==> src/irq_prio_pkg.sv <==
// Constants, register map and carrier types for the interrupt priority block
package irq_prio_pkg;
    // Register byte addresses
    localparam logic [31:0] OFF_PRIO_ONE = 32'h0000_0000;
    localparam logic [31:0] OFF_PRIO_TWO = 32'h0000_0004;
    localparam logic [31:0] OFF_PRIO_THREE = 32'h0000_0008;
    localparam logic [31:0] OFF_RESET_CAUSE = 32'h0000_000c;
    localparam logic [31:0] OFF_CTRL_MAIN = 32'h0000_0010;
    localparam logic [31:0] OFF_CTRL_SECOND = 32'h0000_0014;
    localparam logic [31:0] OFF_CTRL_THIRD = 32'h0000_0018;
    localparam logic [31:0] OFF_TIMER_ZERO = 32'h0000_001c;
    // Reset values
    localparam logic [7:0] RST_PRIO_ONE = 8'hff;
    localparam logic [7:0] RST_PRIO_TWO = 8'hdf;
    localparam logic [7:0] RST_PRIO_THREE = 8'hff;
    localparam logic [7:0] RST_RESET_CAUSE = 8'h1c;
    localparam logic [7:0] RST_CTRL_MAIN = 8'h00;
    localparam logic [7:0] RST_CTRL_SECOND = 8'hf5;
    localparam logic [7:0] RST_CTRL_THIRD = 8'hc0;
    // Writable bits per register, then the readable bits of the reset-cause register
    localparam logic [7:0] WMASK_PRIO_TWO = 8'hdf;
    localparam logic [7:0] WMASK_RESET_CAUSE = 8'hd3;
    localparam logic [7:0] WMASK_CTRL_SECOND = 8'hf5;
    localparam logic [7:0] WMASK_CTRL_THIRD = 8'hdb;
    localparam logic [7:0] RMASK_RESET_CAUSE = 8'hdf;
    // Field positions, the PC width and the AXI response codes
    localparam int PRIORITY_LEVELS_ENABLE = 7;
    localparam int GLOBAL_IRQ_ENABLE = 7;
    localparam int PERIPHERAL_IRQ_GATE = 6;
    localparam int TIMER_ZERO_OVF_ENABLE = 5;
    localparam int EXT_ZERO_ENABLE = 4;
    localparam int PORTB_CHANGE_ENABLE = 3;
    localparam int TIMER_ZERO_OVF_FLAG = 2;
    localparam int EXT_ZERO_FLAG = 1;
    localparam int PORTB_CHANGE_FLAG = 0;
    localparam int EXT_EDGE_SELECT_ZERO = 6;
    localparam int TIMER_ZERO_OVF_PRIORITY = 2;
    localparam int PORTB_CHANGE_PRIORITY = 0;
    localparam int EXT_TWO_PRIORITY = 7;
    localparam int EXT_ONE_PRIORITY = 6;
    localparam int EXT_TWO_ENABLE = 4;
    localparam int EXT_ONE_ENABLE = 3;
    localparam int EXT_TWO_FLAG = 1;
    localparam int EXT_ONE_FLAG = 0;
    localparam int TIMER_WIDE_MODE = 16;
    localparam int TIMER_RUN = 17;
    localparam int PC_W = 21;
    localparam logic [1:0] AXI_OKAY = 2'b00;
    localparam logic [1:0] AXI_DECERR = 2'b11;

    typedef enum logic [1:0] {CAN_LEGACY, CAN_ENHANCED, CAN_FIFO} can_mode_e;

    typedef struct packed {
        logic [31:0] awaddr;
        logic awvalid;
        logic [31:0] wdata;
        logic [3:0] wstrb;
        logic wvalid;
        logic bready;
        logic [31:0] araddr;
        logic arvalid;
        logic rready;
    } axi_req_s;

    typedef struct packed {
        logic awready;
        logic wready;
        logic bvalid;
        logic [1:0] bresp;
        logic arready;
        logic rvalid;
        logic [31:0] rdata;
        logic [1:0] rresp;
    } axi_rsp_s;

    typedef struct packed {
        logic entry;
        logic fast_return;
        logic [PC_W-1:0] pc;
        logic [7:0] working_accumulator;
        logic [7:0] status;
        logic [7:0] bank_select_reg;
    } core_ctx_s;
endpackage : irq_prio_pkg

==> src/peripheral_irq_priority.sv <==
// Interrupt priority, source flagging and context save logic with an AXI4-Lite register slave
//
// The register offsets and the AXI4-Lite interface to the registers were decided locally.
`timescale 1ns/1ps
module peripheral_irq_priority #(
    parameter int STACK_DEPTH = 31
) (
    input wire logic clk_sys,
    input wire logic rst_n,
    input wire irq_prio_pkg::axi_req_s axi_req,
    output irq_prio_pkg::axi_rsp_s axi_rsp,
    input wire logic [1:0] can_mode,
    input wire logic [7:0] periph_one_req,
    input wire logic [7:0] periph_two_req,
    input wire logic [7:0] can_req,
    input wire logic [7:0] portb_pins,
    input wire logic timer_zero_tick,
    input wire logic [4:0] reset_cause_clear,
    input wire irq_prio_pkg::core_ctx_s core_ctx,
    output logic irq_high,
    output logic irq_low,
    output logic wake,
    output logic [irq_prio_pkg::PC_W-1:0] stack_top,
    output logic [$clog2(STACK_DEPTH+1)-1:0] stack_count,
    output logic [7:0] shadow_accumulator,
    output logic [7:0] shadow_status,
    output logic [7:0] shadow_bank_select
);
    localparam int SP_W = $clog2(STACK_DEPTH + 1);
    localparam logic [SP_W-1:0] SP_FULL = SP_W'(STACK_DEPTH);

    generate
        if (STACK_DEPTH < 2 || STACK_DEPTH > 31) begin : g_bad_depth
            $error("STACK_DEPTH must lie between 2 and 31");
        end
    endgenerate

    typedef struct packed {
        logic [7:0] prio_one;
        logic [7:0] prio_two;
        logic [7:0] prio_three;
        logic [7:0] reset_cause;
        logic [7:0] ctrl_main;
        logic [7:0] ctrl_second;
        logic [7:0] ctrl_third;
        logic [15:0] timer_count;
        logic timer_wide;
        logic timer_run;
        logic [7:0] pins_prev;
        logic irq_high;
        logic irq_low;
        logic wake;
        logic aw_hold;
        logic [31:0] awaddr;
        logic w_hold;
        logic [31:0] wdata;
        logic [3:0] wstrb;
        irq_prio_pkg::axi_rsp_s rsp;
        logic [irq_prio_pkg::PC_W-1:0] top_pc;
        logic [STACK_DEPTH-1:0][irq_prio_pkg::PC_W-1:0] stk;
        logic [SP_W-1:0] sp;
        logic [7:0] sh_acc;
        logic [7:0] sh_status;
        logic [7:0] sh_bank;
    } state_s;

    state_s s_q;
    state_s s_d;

    logic do_write;
    logic wr_lane0;
    logic [7:0] wbyte;
    logic [7:0] prio_three_eff;
    logic [23:0] per_act;
    logic [23:0] per_pri;
    logic [4:0] core_act;
    logic [4:0] core_pri;
    logic [2:0] ext_pin;
    logic [2:0] ext_edge;
    logic [2:0] ext_sel;
    logic portb_change;
    logic timer_ovf;
    logic wr_timer;
    logic levels_on;

    assign levels_on = s_q.reset_cause[irq_prio_pkg::PRIORITY_LEVELS_ENABLE];
    assign do_write = s_q.aw_hold && s_q.w_hold && !s_q.rsp.bvalid;
    assign wr_lane0 = do_write && s_q.wstrb[0];
    assign wbyte = s_q.wdata[7:0];
    assign wr_timer = do_write && (s_q.awaddr == irq_prio_pkg::OFF_TIMER_ZERO);

    // Mode-dependent view of the CAN priority bits
    always_comb begin
        prio_three_eff = s_q.prio_three;
        if (can_mode != irq_prio_pkg::CAN_LEGACY) begin
            prio_three_eff[3:2] = 2'b00;
        end
        if (can_mode == irq_prio_pkg::CAN_ENHANCED) begin
            prio_three_eff[0] = 1'b0;
        end
    end

    // Source vectors: the first register's bit 7 down to the CAN register's bit 0
    assign per_act = {periph_one_req, periph_two_req & irq_prio_pkg::WMASK_PRIO_TWO,
        can_req & {7'h7f, can_mode != irq_prio_pkg::CAN_ENHANCED}};
    assign per_pri = {s_q.prio_one, s_q.prio_two, prio_three_eff};
    assign core_act = {
        s_q.ctrl_main[irq_prio_pkg::TIMER_ZERO_OVF_FLAG]
            & s_q.ctrl_main[irq_prio_pkg::TIMER_ZERO_OVF_ENABLE],
        s_q.ctrl_main[irq_prio_pkg::EXT_ZERO_FLAG] & s_q.ctrl_main[irq_prio_pkg::EXT_ZERO_ENABLE],
        s_q.ctrl_main[irq_prio_pkg::PORTB_CHANGE_FLAG]
            & s_q.ctrl_main[irq_prio_pkg::PORTB_CHANGE_ENABLE],
        s_q.ctrl_third[irq_prio_pkg::EXT_ONE_FLAG] & s_q.ctrl_third[irq_prio_pkg::EXT_ONE_ENABLE],
        s_q.ctrl_third[irq_prio_pkg::EXT_TWO_FLAG] & s_q.ctrl_third[irq_prio_pkg::EXT_TWO_ENABLE]
    };
    assign core_pri = {
        s_q.ctrl_second[irq_prio_pkg::TIMER_ZERO_OVF_PRIORITY],
        1'b1,
        s_q.ctrl_second[irq_prio_pkg::PORTB_CHANGE_PRIORITY],
        s_q.ctrl_third[irq_prio_pkg::EXT_ONE_PRIORITY],
        s_q.ctrl_third[irq_prio_pkg::EXT_TWO_PRIORITY]
    };

    // Edge detection per external pin
    assign ext_pin = portb_pins[2:0];
    assign ext_sel = {s_q.ctrl_second[irq_prio_pkg::EXT_EDGE_SELECT_ZERO - 2],
        s_q.ctrl_second[irq_prio_pkg::EXT_EDGE_SELECT_ZERO - 1],
        s_q.ctrl_second[irq_prio_pkg::EXT_EDGE_SELECT_ZERO]};
    genvar gi;
    generate
        for (gi = 0; gi < 3; gi++) begin : g_ext
            assign ext_edge[gi] = ext_sel[gi] ? (ext_pin[gi] && !s_q.pins_prev[gi])
                                              : (!ext_pin[gi] && s_q.pins_prev[gi]);
        end
    endgenerate

    assign portb_change = |(portb_pins[7:4] ^ s_q.pins_prev[7:4]);
    assign timer_ovf = s_q.timer_run && timer_zero_tick && !wr_timer
        && (s_q.timer_wide ? (s_q.timer_count == 16'hffff)
                           : (s_q.timer_count[7:0] == 8'hff));

    always_comb begin
        s_d = s_q;
        // Register writes from the bus
        if (wr_lane0) begin
            case (s_q.awaddr)
                irq_prio_pkg::OFF_PRIO_ONE: s_d.prio_one = wbyte;
                irq_prio_pkg::OFF_PRIO_TWO: s_d.prio_two = wbyte & irq_prio_pkg::WMASK_PRIO_TWO;
                irq_prio_pkg::OFF_PRIO_THREE: s_d.prio_three = wbyte;
                irq_prio_pkg::OFF_RESET_CAUSE: begin
                    s_d.reset_cause = (s_q.reset_cause & ~irq_prio_pkg::WMASK_RESET_CAUSE)
                        | (wbyte & irq_prio_pkg::WMASK_RESET_CAUSE);
                end
                irq_prio_pkg::OFF_CTRL_MAIN: s_d.ctrl_main = wbyte;
                irq_prio_pkg::OFF_CTRL_SECOND: begin
                    s_d.ctrl_second = wbyte & irq_prio_pkg::WMASK_CTRL_SECOND;
                end
                irq_prio_pkg::OFF_CTRL_THIRD: begin
                    s_d.ctrl_third = wbyte & irq_prio_pkg::WMASK_CTRL_THIRD;
                end
                irq_prio_pkg::OFF_TIMER_ZERO: s_d.timer_count[7:0] = wbyte;
                default: ;
            endcase
        end
        if (wr_timer && s_q.wstrb[1]) begin
            s_d.timer_count[15:8] = s_q.wdata[15:8];
        end
        if (wr_timer && s_q.wstrb[2]) begin
            s_d.timer_wide = s_q.wdata[irq_prio_pkg::TIMER_WIDE_MODE];
            s_d.timer_run = s_q.wdata[irq_prio_pkg::TIMER_RUN];
        end
        if (can_mode != irq_prio_pkg::CAN_LEGACY) begin
            s_d.prio_three[3:2] = 2'b00;
        end
        // Hardware clears the active-low reset-cause flags
        s_d.reset_cause[4:0] = s_d.reset_cause[4:0] & ~reset_cause_clear;

        // Timer0; in 8-bit mode the high byte stays put
        if (s_q.timer_run && timer_zero_tick && !wr_timer) begin
            if (s_q.timer_wide) begin
                s_d.timer_count = s_q.timer_count + 16'h0001;
            end else begin
                s_d.timer_count[7:0] = s_q.timer_count[7:0] + 8'h01;
            end
        end

        // Hardware sets beat a software clear in the same cycle
        if (timer_ovf) s_d.ctrl_main[irq_prio_pkg::TIMER_ZERO_OVF_FLAG] = 1'b1;
        if (ext_edge[0]) s_d.ctrl_main[irq_prio_pkg::EXT_ZERO_FLAG] = 1'b1;
        if (ext_edge[1]) s_d.ctrl_third[irq_prio_pkg::EXT_ONE_FLAG] = 1'b1;
        if (ext_edge[2]) s_d.ctrl_third[irq_prio_pkg::EXT_TWO_FLAG] = 1'b1;
        if (portb_change) s_d.ctrl_main[irq_prio_pkg::PORTB_CHANGE_FLAG] = 1'b1;
        s_d.pins_prev = portb_pins;

        // Request generation
        if (levels_on) begin
            s_d.irq_high = s_q.ctrl_main[irq_prio_pkg::GLOBAL_IRQ_ENABLE]
                && (|(per_act & per_pri) || |(core_act & core_pri));
            s_d.irq_low = s_q.ctrl_main[irq_prio_pkg::GLOBAL_IRQ_ENABLE]
                && s_q.ctrl_main[irq_prio_pkg::PERIPHERAL_IRQ_GATE]
                && (|(per_act & ~per_pri) || |(core_act & ~core_pri));
        end else begin
            s_d.irq_high = s_q.ctrl_main[irq_prio_pkg::GLOBAL_IRQ_ENABLE] && (|core_act
                || (s_q.ctrl_main[irq_prio_pkg::PERIPHERAL_IRQ_GATE] && |per_act));
            s_d.irq_low = 1'b0;
        end
        // Wake ignores the global enable; the core decides on vectoring
        s_d.wake = core_act[3] || core_act[1] || core_act[0];

        // Context save on entry, restore on fast return
        if (core_ctx.entry) begin
            s_d.stk = {s_q.stk[STACK_DEPTH-2:0], s_q.top_pc};
            s_d.top_pc = core_ctx.pc;
            s_d.sh_acc = core_ctx.working_accumulator;
            s_d.sh_status = core_ctx.status;
            s_d.sh_bank = core_ctx.bank_select_reg;
            if (s_q.sp != SP_FULL) s_d.sp = s_q.sp + SP_W'(1);
        end else if (core_ctx.fast_return && s_q.sp != '0) begin
            s_d.top_pc = s_q.stk[0];
            s_d.stk = {{irq_prio_pkg::PC_W{1'b0}}, s_q.stk[STACK_DEPTH-1:1]};
            s_d.sp = s_q.sp - SP_W'(1);
        end

        // Write channels are taken independently, answered once both are held
        if (axi_req.awvalid && s_q.rsp.awready) begin
            s_d.aw_hold = 1'b1;
            s_d.awaddr = axi_req.awaddr;
        end
        if (axi_req.wvalid && s_q.rsp.wready) begin
            s_d.w_hold = 1'b1;
            s_d.wdata = axi_req.wdata;
            s_d.wstrb = axi_req.wstrb;
        end
        if (do_write) begin
            s_d.aw_hold = 1'b0;
            s_d.w_hold = 1'b0;
            s_d.rsp.bvalid = 1'b1;
            s_d.rsp.bresp = (s_q.awaddr[31:5] == 27'h0 && s_q.awaddr[1:0] == 2'b00)
                ? irq_prio_pkg::AXI_OKAY : irq_prio_pkg::AXI_DECERR;
        end else if (s_q.rsp.bvalid && axi_req.bready) begin
            s_d.rsp.bvalid = 1'b0;
        end
        s_d.rsp.awready = !s_d.aw_hold && !s_d.rsp.bvalid;
        s_d.rsp.wready = !s_d.w_hold && !s_d.rsp.bvalid;

        // Read channel
        if (axi_req.arvalid && s_q.rsp.arready) begin
            s_d.rsp.rvalid = 1'b1;
            s_d.rsp.rresp = irq_prio_pkg::AXI_OKAY;
            s_d.rsp.rdata = 32'h0000_0000;
            case (axi_req.araddr)
                irq_prio_pkg::OFF_PRIO_ONE: s_d.rsp.rdata[7:0] = s_q.prio_one;
                irq_prio_pkg::OFF_PRIO_TWO: s_d.rsp.rdata[7:0] = s_q.prio_two;
                irq_prio_pkg::OFF_PRIO_THREE: s_d.rsp.rdata[7:0] = prio_three_eff;
                irq_prio_pkg::OFF_RESET_CAUSE: begin
                    s_d.rsp.rdata[7:0] = s_q.reset_cause & irq_prio_pkg::RMASK_RESET_CAUSE;
                end
                irq_prio_pkg::OFF_CTRL_MAIN: s_d.rsp.rdata[7:0] = s_q.ctrl_main;
                irq_prio_pkg::OFF_CTRL_SECOND: s_d.rsp.rdata[7:0] = s_q.ctrl_second;
                irq_prio_pkg::OFF_CTRL_THIRD: s_d.rsp.rdata[7:0] = s_q.ctrl_third;
                irq_prio_pkg::OFF_TIMER_ZERO: begin
                    s_d.rsp.rdata[15:0] = s_q.timer_count;
                    s_d.rsp.rdata[irq_prio_pkg::TIMER_WIDE_MODE] = s_q.timer_wide;
                    s_d.rsp.rdata[irq_prio_pkg::TIMER_RUN] = s_q.timer_run;
                end
                default: s_d.rsp.rresp = irq_prio_pkg::AXI_DECERR;
            endcase
        end else if (s_q.rsp.rvalid && axi_req.rready) begin
            s_d.rsp.rvalid = 1'b0;
        end
        s_d.rsp.arready = !s_d.rsp.rvalid;
    end

    always_ff @(posedge clk_sys or negedge rst_n) begin
        if (!rst_n) begin
            s_q <= '0;
            s_q.prio_one <= irq_prio_pkg::RST_PRIO_ONE;
            s_q.prio_two <= irq_prio_pkg::RST_PRIO_TWO;
            s_q.prio_three <= irq_prio_pkg::RST_PRIO_THREE;
            s_q.reset_cause <= irq_prio_pkg::RST_RESET_CAUSE;
            s_q.ctrl_main <= irq_prio_pkg::RST_CTRL_MAIN;
            s_q.ctrl_second <= irq_prio_pkg::RST_CTRL_SECOND;
            s_q.ctrl_third <= irq_prio_pkg::RST_CTRL_THIRD;
            s_q.rsp.awready <= 1'b1;
            s_q.rsp.wready <= 1'b1;
            s_q.rsp.arready <= 1'b1;
        end else begin
            s_q <= s_d;
        end
    end

    assign axi_rsp = s_q.rsp;
    assign irq_high = s_q.irq_high;
    assign irq_low = s_q.irq_low;
    assign wake = s_q.wake;
    assign stack_top = s_q.top_pc;
    assign stack_count = s_q.sp;
    assign shadow_accumulator = s_q.sh_acc;
    assign shadow_status = s_q.sh_status;
    assign shadow_bank_select = s_q.sh_bank;
endmodule : peripheral_irq_priority

==> config.mk <==
export PLATFORM = sky130hd
export DESIGN_NAME = peripheral_irq_priority
export DESIGN_NICKNAME = d
export VERILOG_FILES = /design/src/irq_prio_pkg.sv /design/src/peripheral_irq_priority.sv
export SDC_FILE = /design/constraint.sdc
export NUM_CORES = 2
export LEC_CHECK = 0
export BUFFER_PORTS_ARGS = -buffer_cell sky130_fd_sc_hd__buf_2
export CAP_MARGIN = 20
export CORE_UTILIZATION = 25
export DETAILED_ROUTE_END_ITERATION = 7
export PLACE_DENSITY_LB_ADDON = 0.1
export SYNTH_ARGS = -nofsm -noshare
export SYNTH_HDL_FRONTEND = slang
export SYNTH_SLANG_ARGS = --single-unit
==> constraint.sdc <==
create_clock -name clk_sys -period 4.5 [get_ports clk_sys]
set_input_delay 0.225 -clock clk_sys [delete_from_list [all_inputs] [get_ports clk_sys]]
set_output_delay 0.225 -clock clk_sys [all_outputs]
set_load 0.01 [all_outputs]
==> flow_metrics.py <==
metrics = {
    "sta": {
        "fin_crit_sh_pct": 65.3,
        "skew_ns": 0.0528,
        "fin_tns_setup_ns": 0,
        "fmax_ghz": 0.340,
        "rsz0062_at_grt": "false",
        "maxSlewViolCount": 0,
        "relSlewSlack_pct": 37.1,
        "min_period_ns": 2.94,
        "setup_viol": 0,
        "tightest_slew_ns": 0.943,
        "setup_ws_ns": 1.56,
        "hold_viol": 0,
    },
    "critical_path": {
        "slowest_stage": "or4_4",
        "worst_ep_arrival_time_ns": 3.56,
        "max_stage_delay_ns": 0.64,
        "endpoint_kind": "flop",
        "critPathKind": "reg -> reg",
        "crit_required_ns": 5.12,
        "crit_path_max_fanout": 8,
        "cpMostUsedCell": "or4_4",
        "crit_family": "simple AND/OR/NAND/NOR gates",
        "crit_chain": "or4_4 -> or3_1 -> or3_4 -> or4_4 -> mux2_4",
        "worstSetupStartpointType": "flop",
        "crit_buf_inv": 0,
    },
    "die": {
        "num_rows": 145,
        "dieArea_sq_mm": 0.160,
        "die_w_um": 400,
        "fp.dieH_um": 400,
        "core_area_sq_mm": 0.157,
        "io_pins": 288,
        "start_util_pct": 25.3,
    },
    "synth": {
        "synthCells": 3744,
        "syn_avg_cell_area_sq_um": 10.6,
        "synth_edf_count": 0,
        "synth-seq-area-share_pct": 54.3,
        "yosysWarnings": 0,
        "ys_async_sr_fraction_pct": 100,
        "yosys_register_bits": 859,
        "ys_types": 63,
        "synth-main-ff-cell": "dfrtp_1",
        "netlist_area_sq_mm": 0.0396,
    },
    "clock_network": {
        "clock_latency_ns": 0.72,
        "cts_hold_buf": 129,
        "clockBufferDepth": 3,
        "cts-resized-gates": 0,
        "post_cts_buffers": 0,
        "cts_root_buffer": "clkbuf_16",
        "cts_tree": "built",
        "cts-buffers-inserted": 104,
        "cts-htree-levels": 3,
        "clkTransAtPathRegs_ns": 0.06,
        "numClockSinks": 859,
    },
    "layout": {
        "area_growth_pct": 19.6,
        "register_area_sq_mm": 0.0215,
        "fill_cells": 16408,
        "final_cell_mix": "dfrtp_1 (822), nand2_1 (749), o21ai_0 (688)",
        "final_common_cell": "dfrtp_1",
        "layout-drive-gt1-share_pct": 16.1,
        "layout.nets": 4164,
        "fin_util_pct": 30.3,
        "multi_input_area_sq_mm": 0.0164,
    },
    "drt": {
        "vias": 27804,
        "dr.pass1.iters": 5,
        "wl_per_cell_um": 15.7,
        "ant_nets": 0,
        "drtIter0Drc": 1449,
        "vias_per_cell": 4.55,
        "wirelength_mm": 95.7,
        "drc": 0,
    },
    "power": {
        "worst_ir_drop_vdd_v": 0.000305,
        "leakage_nw": 21.5,
        "p_total_mw": 22.1,
        "power.density_mw_per_mm2": 465,
    },
    "grt": {
        "grt_pass1_vias": 29345,
        "grt_overflow_total": 0,
        "grt_max_degree": 217,
        "antenna_found_initial": 3,
        "grt_pass1_wl_mm": 159,
        "grt_usage_pct": 11.9,
    },
    "hold_path": {
        "hold_class": "in -> reg",
    },
    "placement": {
        "routabilityCongestion": 0.768,
        "pre_cts_ws_ns": 1.54,
        "numPortBuffers": 256,
        "hpwl_mm": 59.1,
    },
    "run_status": {
        "outcome": "complete, no violations",
    },
    "job": {
        "maxCapViolCount": 0,
    },
}
-- final timing paths --
check / end / slack (ns) / start / cells after the start
max: per_pri[22] / 1.56 / s_q[792] / 5
min: s_q[826] / 0.05 / timer_zero_tick / 4
max reg2reg: per_pri[22] / 1.56 / s_q[792] / 5
min reg2reg: axi_rsp[39] / 0.45 / s_q[778] / 1
max in group asynchronous: s_q[661] / 3.17 / rst_n / 3
min in group asynchronous: s_q[652] / 0.18 / rst_n / 2
-- state kept, by name (all words and copies together) (netlist names) --
signal	flops
per_pri	20
shadow_bank_select	8
wake	1
irq_high	1
ext_sel	3
axi_rsp	25
stack_count	5
shadow_accumulator	8
levels_on	1
shadow_status	8
s_q	753
stack_top	21
core_pri	4
irq_low	1
-- cells in the mapped netlist, types with 12 or more instances --
cell type / number / area (sq um)
nor3_1: 13 / 65.1
mux2i_1: 673 / 6740
buf_1: 41 / 154
inv_1: 29 / 109
o21ai_0: 689 / 3450
clkbuf_1: 207 / 777
o22ai_1: 18 / 113
nor4_1: 19 / 119
nand2_1: 749 / 2810
dfstp_2: 37 / 972
nand4_1: 14 / 87.6
nand3_1: 28 / 140
buf_4: 91 / 683
nor2_1: 25 / 93.8
a21oi_1: 16 / 80.1
dfrtp_1: 822 / 20600
mux2_2: 112 / 1260
a22o_1: 12 / 105
-- power by group --
| part | switching [mW] | internal, mW | total, mW |
|---|---|---|---|
| clock network | 3.47 | 4.87 | 8.34 |
| logic | 1.73 | 1.68 | 3.41 |
| registers | 1.20 | 9.10 | 10.3 |
-- logic make-up after synthesis --
family,share of synthesized area (%)
DFF,54.3
adders and majority gates,0.177
and+or+nand+nor,9.54
muxes,20.7
buffers and inverters,4.42
other,0.00946
AOI/OAI and AO/OA,10.6
xor gates and xnor gates,0.199
-- through the flow --
step	cell area, sq um	hold WS (ns)	instances
global placement	42700	0.346	5787
global route	47400	0.0174	6109
detailed placement	42700	0.344	5787
floorplan	39700	-0.0706	3757
CTS	47400	0.00115	6107
finish	47400	0.0502	6109
-- per-layer routing --
metal,up-vias,GRT usage [%],share of wire [%]
li1,13440,-,-
met1,13900,15.5,47
met2,315,20.1,48
met3,147,2.15,3.1
met4,2,3.17,2.3
met5,-,0,0.014
-- layout make-up --
type / instances / area share (%)
clock buffer: 170 / 6.69
sequential: 859 / 45.4
antenna: 1 / 0.00528
inverter: 29 / 0.229
clock inverter: 21 / 0.504
timing repair buffer: 444 / 7.10
multi-input combinational: 2527 / 34.6
tap: 2058 / 5.43
-- tightest hold or removal path: stages --
cell and delay, ns:
buf_2 0.11, nand2_1 0.19, o211ai_1 0.11, nand3_1 0.08
Power figures use the tool's default switching activity.
